## config.mk

```make
export PLATFORM = sky130hd
export DESIGN_NAME = sapr_readout
export DESIGN_NICKNAME = d
export VERILOG_FILES = /design/src/rtl/sapr_pkg.sv /design/src/rtl/sapr_lane_mux.sv /design/src/rtl/sapr_readout.sv
export SDC_FILE = /design/constraint.sdc
export NUM_CORES = 1
export LEC_CHECK = 0
export BUFFER_PORTS_ARGS = -buffer_cell sky130_fd_sc_hd__clkbuf_2
export CORE_MARGIN = 2
export CORE_UTILIZATION = 55
export CTS_CLUSTER_DIAMETER = 150
export CTS_CLUSTER_SIZE = 16
export DETAILED_ROUTE_END_ITERATION = 10
export MAX_ROUTING_LAYER = met4
export PLACE_DENSITY = 0.87
export SYNTH_ARGS = -nofsm -noshare
export SYNTH_HDL_FRONTEND = slang
export SYNTH_SLANG_ARGS = --single-unit
```

## constraint.sdc

```tcl
create_clock -name SYS_CLK_IN -period 3.7 [get_ports SYS_CLK_IN]
set_clock_uncertainty 0.2 [all_clocks]
set_input_delay 0.555 -clock SYS_CLK_IN [delete_from_list [all_inputs] [get_ports SYS_CLK_IN]]
set_output_delay 0.555 -clock SYS_CLK_IN [all_outputs]
set_load 0.01 [all_outputs]
```

## src/rtl/sapr_pkg.sv

```systemverilog
// Package for the parallel readout of an 18-bit SAR converter core.
// Assumes a 250 MHz system clock; the conversion time is turned into cycles here.
`default_nettype none
package sapr_pkg;

  // Clock period in picoseconds
  localparam int unsigned CLK_PERIOD_PS = 4000;
  // Conversion time, a longest time: rounds down
  localparam int unsigned CONV_TIME_NS  = 650;
  localparam int unsigned CONV_CYCLES   =
    (CONV_TIME_NS * 1000) / CLK_PERIOD_PS;
  // Quiet zone around the start edge, host side figures
  localparam int unsigned QUIET_PRE_NS  = 50;
  localparam int unsigned QUIET_POST_NS = 40;

  // Result width and code reset value
  localparam int unsigned RES_W         = 18;
  localparam logic [17:0] RESULT_RST    = 18'h00000;
  // Code landmarks
  localparam logic [17:0] CODE_POS_FS   = 18'h1FFFF;
  localparam logic [17:0] CODE_MID      = 18'h00000;
  localparam logic [17:0] CODE_MID_M1   = 18'h3FFFF;
  localparam logic [17:0] CODE_NEG_FS   = 18'h20000;

  // Converter control states
  typedef enum logic [1:0] {
    SAPR_IDLE = 2'b00,
    SAPR_CONV = 2'b01
  } sapr_state_e;

  // Read select group from the host
  typedef struct packed {
    logic cs_n;
    logic rd_n;
    logic narrow_bus_select;
    logic byte_select;
  } sapr_sel_s;

  // Drive group towards the pins
  typedef struct packed {
    logic [17:0] data;
    logic [17:0] oe;
  } sapr_drive_s;

endpackage : sapr_pkg
`default_nettype wire

```

## src/rtl/sapr_lane_mux.sv

```systemverilog
// Lane mux: maps a held 18-bit result onto the pins by select inputs.
// Purely combinational; the caller registers its output.
`default_nettype none
module sapr_lane_mux
  import sapr_pkg::*;
(
  // Held result
  input  wire logic [17:0] result_in,
  // Selects
  input  wire logic        narrow_in,
  input  wire logic        byte_in,
  // Pin pattern
  output logic      [17:0] lanes_out
);

  // Unused positions drive ones outside full-width mode
  always_comb
  begin
    case ({byte_in, narrow_in})
      2'b00: lanes_out = result_in;
      2'b01: lanes_out = {14'h3FFF, result_in[1:0], 2'h3};
      2'b10: lanes_out = {result_in[9:2], 10'h3FF};
      2'b11: lanes_out = {6'h3F, result_in[1:0], 10'h3FF};
      default: lanes_out = 18'h3FFFF;
    endcase
  end

endmodule : sapr_lane_mux
`default_nettype wire

```

## src/rtl/sapr_readout.sv

```systemverilog
// Readout core of an 18-bit SAR converter: conversion timing, busy flag,
// result holding and the tri-state parallel result pins.
// Assumes all inputs are synchronous to SYS_CLK_IN; the analog core hands
// a finished code on SAR_CODE_IN when asked, and isolates the inputs while
// the sample-hold line is high.
//
// Behaviour
// - Internal conversion finishes within 650 ns.
// - Sample on start, isolate inputs while converting.
// - Drive pins only with select and read low.
// - Codes are 18-bit two's complement as given.
// - Both selects low gives full word.
// - Narrow select gives bits 1:0 on pins 3:2.
// - Byte reads: 9:2 on pins 17:10, then 1:0 on pins 11:10.
// - Unused pin positions drive ones.
// - Reads work with strobe toggled or held.
// - Start falling edge raises busy.
// - Busy falls when new result becomes readable; the pins show it one cycle after busy falls.
`default_nettype none
module sapr_readout
  import sapr_pkg::*;
#(
  parameter int unsigned CONV_CNT = CONV_CYCLES  // Cycles per conversion
)
(
  // Clock and reset
  input  wire logic                SYS_CLK_IN,
  input  wire logic                RST_N_IN,
  // Conversion control
  input  wire logic                CONVERT_START_N_IN,
  input  wire logic [17:0]         SAR_CODE_IN,
  // Host read selects
  input  wire sapr_pkg::sapr_sel_s SEL_IN,
  // Status and analog-side control
  output logic                     BUSY_OUT,
  output logic                     SAMPLE_HOLD_OUT,
  // Parallel result pins, split into value and enable
  output logic [17:0]              PARALLEL_RESULT_PINS_OUT,
  output logic [17:0]              PARALLEL_RESULT_PINS_OE_OUT
);

  // Counter width for the conversion timer
  localparam int unsigned CW = $clog2(CONV_CNT + 1);
  // Busy cycles after the first one, for the conversion-length check
  localparam int          CONV_LAST = CONV_CNT - 1;

  // All module state in one struct
  typedef struct packed {
    sapr_state_e  state;      // Idle or converting
    logic         start_d;    // Previous start level for edge detect
    logic [CW-1:0] cnt;       // Conversion cycles left
    logic [17:0]  result;     // Held last completed result
    logic         busy;       // Busy flag
    logic         hold;       // Inputs isolated on the capacitor array
    sapr_drive_s  drive;      // Registered pin drive
  } sapr_st_s;

  sapr_st_s st_r;    // Registered state
  sapr_st_s st_nxt;  // Next state
  logic [17:0] lanes; // Pin pattern from the lane mux
  logic start_fall;   // Falling edge of the start input

  // Lane selection kept apart so the mapping is easy to review
  sapr_lane_mux u_lane_mux
  (
    .result_in (st_r.result),
    .narrow_in (SEL_IN.narrow_bus_select),
    .byte_in   (SEL_IN.byte_select),
    .lanes_out (lanes)
  );

  // Start edge: start input is taken as synchronous already
  assign start_fall = st_r.start_d & ~CONVERT_START_N_IN;

  // Next-state logic
  always_comb
  begin
    st_nxt = st_r;
    st_nxt.start_d = CONVERT_START_N_IN;
    case (st_r.state)
      SAPR_IDLE:
      begin
        // A start edge while converting is ignored; the core cannot
        // resample mid-conversion without corrupting the array
        if (start_fall)
        begin
          st_nxt.state = SAPR_CONV;
          st_nxt.busy  = 1'b1;
          st_nxt.hold  = 1'b1;
          st_nxt.cnt   = CW'(CONV_CNT - 1);
        end
      end
      SAPR_CONV:
      begin
        if (st_r.cnt == '0)
        begin
          // Result and busy change together; the registered pins still show the old result for one cycle after busy falls
          st_nxt.state  = SAPR_IDLE;
          st_nxt.busy   = 1'b0;
          st_nxt.hold   = 1'b0;
          st_nxt.result = SAR_CODE_IN;
        end
        else
        begin
          st_nxt.cnt = st_r.cnt - 1'b1;
        end
      end
      default:
      begin
        st_nxt.state = SAPR_IDLE;
      end
    endcase
    // Pins follow the selects every cycle, so a held strobe works too
    st_nxt.drive.data = lanes;
    st_nxt.drive.oe   = (~SEL_IN.cs_n & ~SEL_IN.rd_n) ?
                        18'h3FFFF : 18'h00000;
  end

  // State register
  always_ff @(posedge SYS_CLK_IN or negedge RST_N_IN)
  begin
    if (!RST_N_IN)
    begin
      st_r <= '{state: SAPR_IDLE, start_d: 1'b1, cnt: '0,
                result: RESULT_RST, busy: 1'b0, hold: 1'b0,
                drive: '{data: 18'h00000, oe: 18'h00000}};
    end
    else
    begin
      st_r <= st_nxt;
    end
  end

  // Outputs come straight from the state register
  assign BUSY_OUT                    = st_r.busy;
  assign SAMPLE_HOLD_OUT             = st_r.hold;
  assign PARALLEL_RESULT_PINS_OUT    = st_r.drive.data;
  assign PARALLEL_RESULT_PINS_OE_OUT = st_r.drive.oe;
endmodule : sapr_readout
`default_nettype wire

```

**Word level (Yosys, flattened, before mapping)**

Index checks and enable logic that the tools add are counted.

- Mux-type cells: 11
- Reduce and logical (&&, ||, !) cells: 8
- Equality and inequality tests: 7
- Bitwise operators: 5
- Add/sub/neg operators: 1

Operators with widths:

| cell | number |
|---|---|
| 18-bit one-hot mux with 4 select lines | 1 |
| 18-bit 2-to-1 mux | 1 |
| 8-bit 2-to-1 mux | 2 |
| 8-bit one-hot mux with 2 select lines | 1 |
| 8-bit zero test | 1 |
| 2-bit 2-to-1 mux | 4 |
| 2-bit one-hot mux with 2 select lines | 2 |
| 8-bit by 1-bit subtractor with 8-bit output, second input constant | 1 |
| 2-bit inequality test, second input constant | 3 |
| 3-bit AND reduction | 2 |
| 2-bit by 1-bit equality test with 1-bit output, second input constant | 2 |
| 2-bit equality test, second input constant | 2 |
| 2-bit zero test | 2 |
| 2-bit AND reduction | 2 |
| 1-bit NOT | 3 |
| 1-bit bitwise AND | 2 |
| 2-bit nonzero test | 1 |

- Input port bits: 25
- Logic and storage cells: 40
- Flip-flop bits (word level): 67

**Logic depth before layout (Yosys ltp)**

- Word-level depth: 4
- Gate-level depth with buffers: 5
- Mapped depth without buffers: 5

**Modules after synthesis**

From an unflattened synthesis, not the netlist that was laid out.

- Cells, all modules: 211
- Area, all modules: 2204.6 um^2

Modules (own cells, without submodules):

| module | cells each | area an instance (um^2) | sequential area each (um^2) | instances |
|---|---|---|---|---|
| sapr_readout | 178 | 1958.1 | 1177.4 | 1 |
| sapr_lane_mux | 33 | 246.5 | 0.0 | 1 |

**Worst setup path before layout**

No wires, ideal clock.

- Path type: register to register
- From: reg st_r[61] in the netlist's numbering
- To: reg st_r[38] in the netlist's numbering
- Cell stages (with the launch flop): 5
- Path slack: 1.812 ns
- Arrival time: 1.563 ns
- Path buffers: 1
- Cells stage by stage: dfrtp_1 nor4_4 nand4_4 buf_6 mux2_4

- Cells in the longest elaborated chain, start to end: 2

RTL lines:

| item | line | text |
|---|---|---|
| start, declared | sapr_readout.sv:58 | `sapr_st_s st_r;` |
| start signal, assigned | sapr_readout.sv:124 | `st_r <= '{state: SAPR_IDLE, start_d: 1'b1, cnt: '0,` |
| start signal, assigned | sapr_readout.sv:130 | `st_r <= st_nxt;` |
| 8-bit zero test | sapr_readout.sv:95 | `if (st_r.cnt == '0)` |
| 2-bit AND reduction (no line) | n/a |  |

No other way between the ends.
A chain may end at the register's enable or synchronous reset.

**Final worst setup path**

- From: reg st_r[60] in the netlist's numbering
- To: reg st_r[39] in the netlist's numbering

Same word-level chain as after synthesis.

==> flow_summary.toml <==
[synthesis]
synth_ff_type = "dfrtp_1"
seq_area_frac_synth_pct = 53.0
syn-num-nets = 202
yosys-top-cells-area = "dfrtp_1, buf_4, mux2_4"
netlist_instances = 176
async_flop_share_pct = 100
synth_area_per_cell_sq_um = 12.6
synth_warnings = 0
yosys.area.top_type = "dfrtp_1"
syn_area_sq_um = 2220
yosysTopAreaCellShare_pct = 51.8
synth_cell_types = 34
ys_ff_latch = 47
synth_enable_flop_cells = 0

[cells_and_area]
syn_to_final_growth_pct = 7.03
multiInputGateArea_sq_um = 719
ff_latch_area_sq_um = 1180
layout-drive-gt1-share_pct = 47.3
fillers = 310
fin_nets = 228
insertedDiodeCount = 0

[timing]
period_share_pct = 55.9
finalHoldViolations = 0
tightest_slew_ns = 1.12
fmax_mhz = 483
rsz0062_at_grt = "false"
setup_viol = 0
relSlewSlack_pct = 25.6
final.setup.tns_ns = 0
slew_viol_final = 0
finalCriticalPeriod_ns = 2.07
timing.hold.ws_ns = 0.157

[floorplan]
die_h_um = 67.6
initial_core_util_pct = 56.4
fp.coreArea_sq_um = 3940
num_rows = 23
die_w_um = 67.6
ios = 63
die-area_sq_um = 4570

[worst_setup_path]
cp.required_ns = 3.69
path_cells = "nor4_4 -> nand4_4 -> mux2_4"
arrival_ns = 2.06
crit_path_max_incr_delay_ns = 0.46
r2r-end = "st_r[39]"
cp_max_fo = 18
worstSetupStartpointType = "flop"
worstSetupPathType = "reg2reg"
critPathCaptureType = "flop"
cp_top_family = "simple AND/OR/NAND/NOR gates"
r2r_cells = 3
cp_slowest_cell = "nor4_4"
r2r_setup_slack_ns = 1.63
path_buf_inv = 0
r2r_start = "st_r[60]"

[grt]
overflow = 0
track_usage_pct = 17.7
antenna_found_initial = 0
grt_pass1_wl_mm = 5.49
grt_pass1_vias = 1153
grt_max_degree = 48

[clock_network]
cts_buffers = 5
cts_resized = 0
cts-root-buf = "clkbuf_8"
numClockSinks = 47
cts_tree = "yes"
htree_num_levels = 2
clk_pin_slew_ns = 0.08
clock_path_buffers = 2
insertion_delay_ns = 0.30
post-cts-setup-buffers = 0
hold_buffers = 0

[pwr]
power.leakage_nw = 1.13
irDropWorstVdd_mv = 0.206
power_density_nw_per_um2 = 401

[placement]
io_buffers = 62
place_congestion = 0.812
dp_hpwl_mm = 2.59

[worst_hold_path]
hold_end = "st_r[64]"
hold_path.class = "in2reg"
hold_path_depth = 1
worstHoldStart = "CONVERT_START_N_IN"

[detailed_routing]
viasPerCell = 5.10
drcViolationCount = 0
wirelength_mm = 3.56
drt_first_pass_iters = 4
final_antenna_net_count = 0
initialDrtViolationCount = 72
wl_per_cell_um = 14.1
vias = 1291

[run]
cap_violations = 0

[run_status]
status = "finished, final reports clean"
Yosys cell counts, drive strengths merged (3+ instances only):
library cell	n
or3	8
mux2i	5
nand2	5
nor3	3
inv	4
nor2	5
mux2	18
nor2b	6
clkbuf	4
a21oi	4
dfrtp	46
nand4	3
a211o	7
buf	39
per-stage QoR:
stage	instances	area, sq um	power [mW]	setup WS (ns)	util, %
final	253	2380	0.954	1.63	60.4
after global routing	253	2380	0.998	1.49	60.4
after CTS	253	2380	0.963	1.61	60.4
after detailed placement	245	2280	0.647	1.63	57.9
after global placement	245	2280	0.642	1.66	57.9
after floorplan	176	2220	0.624	1.81	-
worst reg2reg max path: stages, from the launching register on:
cell and delay (ns):
dfrtp_1 0.45, nor4_4 0.46, nand4_4 0.42, mux2_4 0.43
metal layers:
metal  vias to the layer above  global-route usage, %  wire length, um
li1                        626                      -                -
met4                         0                   8.42               70
met5                         -                      -                0
met3                         6                   5.00              169
met2                        36                   28.3             1840
met1                       623                   20.4             1490
cell usage in the layout (no fill, tap or decap), types with 2 or more instances in the layout:
cell      count
clkbuf_2     62
dfrtp_1      46
mux2_4       10
or3_1         8
mux2_2        8
a211o_1       7
nor2b_1       6
clkbuf_8      6
mux2i_1       5
nor2_1        5
nand2_1       5
a21oi_1       4
inv_1         4
nor3_1        3
nand2b_1      2
nor3b_1       2
nand4_1       2
worst max-delay path by stage:
stage	endpoint	slack, ns	startpoint	cells after the start
3_3_place_gp	st_r[40]	1.66	st_r[60]	3
3_5_place_dp	st_r[40]	1.63	st_r[61]	3
4_1_cts	st_r[39]	1.61	st_r[60]	3
2_1_floorplan	st_r[38]	1.81	st_r[61]	4
5_1_grt	st_r[39]	1.49	st_r[60]	3
6_report	st_r[39]	1.63	st_r[60]	3
power breakdown:
| group | internal [mW] | switching, mW |
|---|---|---|
| registers | 0.536 | 0.0119 |
| clock network | 0.153 | 0.167 |
| logic | 0.0416 | 0.0453 |
| total | 0.730 | 0.224 |
registers in the layout (all words and copies together) (netlist names):
signal	count
PARALLEL_RESULT_PINS_OE_OUT	1
st_r	27
PARALLEL_RESULT_PINS_OUT	18
BUSY_OUT	1
kinds of logic (layout without fill, tap and decap cells):
group | after synthesis | in the layout | share of synthesized area (%)
and+or+nand+nor | 39 | 39 | 11.8
AOI/OAI and AO/OA | 19 | 19 | 6.98
DFF | 47 | 47 | 53.0
adders and majority gates | 1 | 1 | 0.563
muxes | 23 | 23 | 13.1
buffers and inverters | 47 | 74 | 14.7
cell type report:
| type | instances | share of cell area (%) |
|---|---|---|
| clock buffer | 7 | 3.63 |
| clock inverter | 1 | 0.368 |
| inverter | 4 | 0.631 |
| multi-input combinational | 82 | 30.2 |
| sequential | 47 | 49.5 |
| tap | 50 | 2.63 |
| timing repair buffer | 62 | 13.0 |
Note: power is estimated with default switching activity, not from simulation.
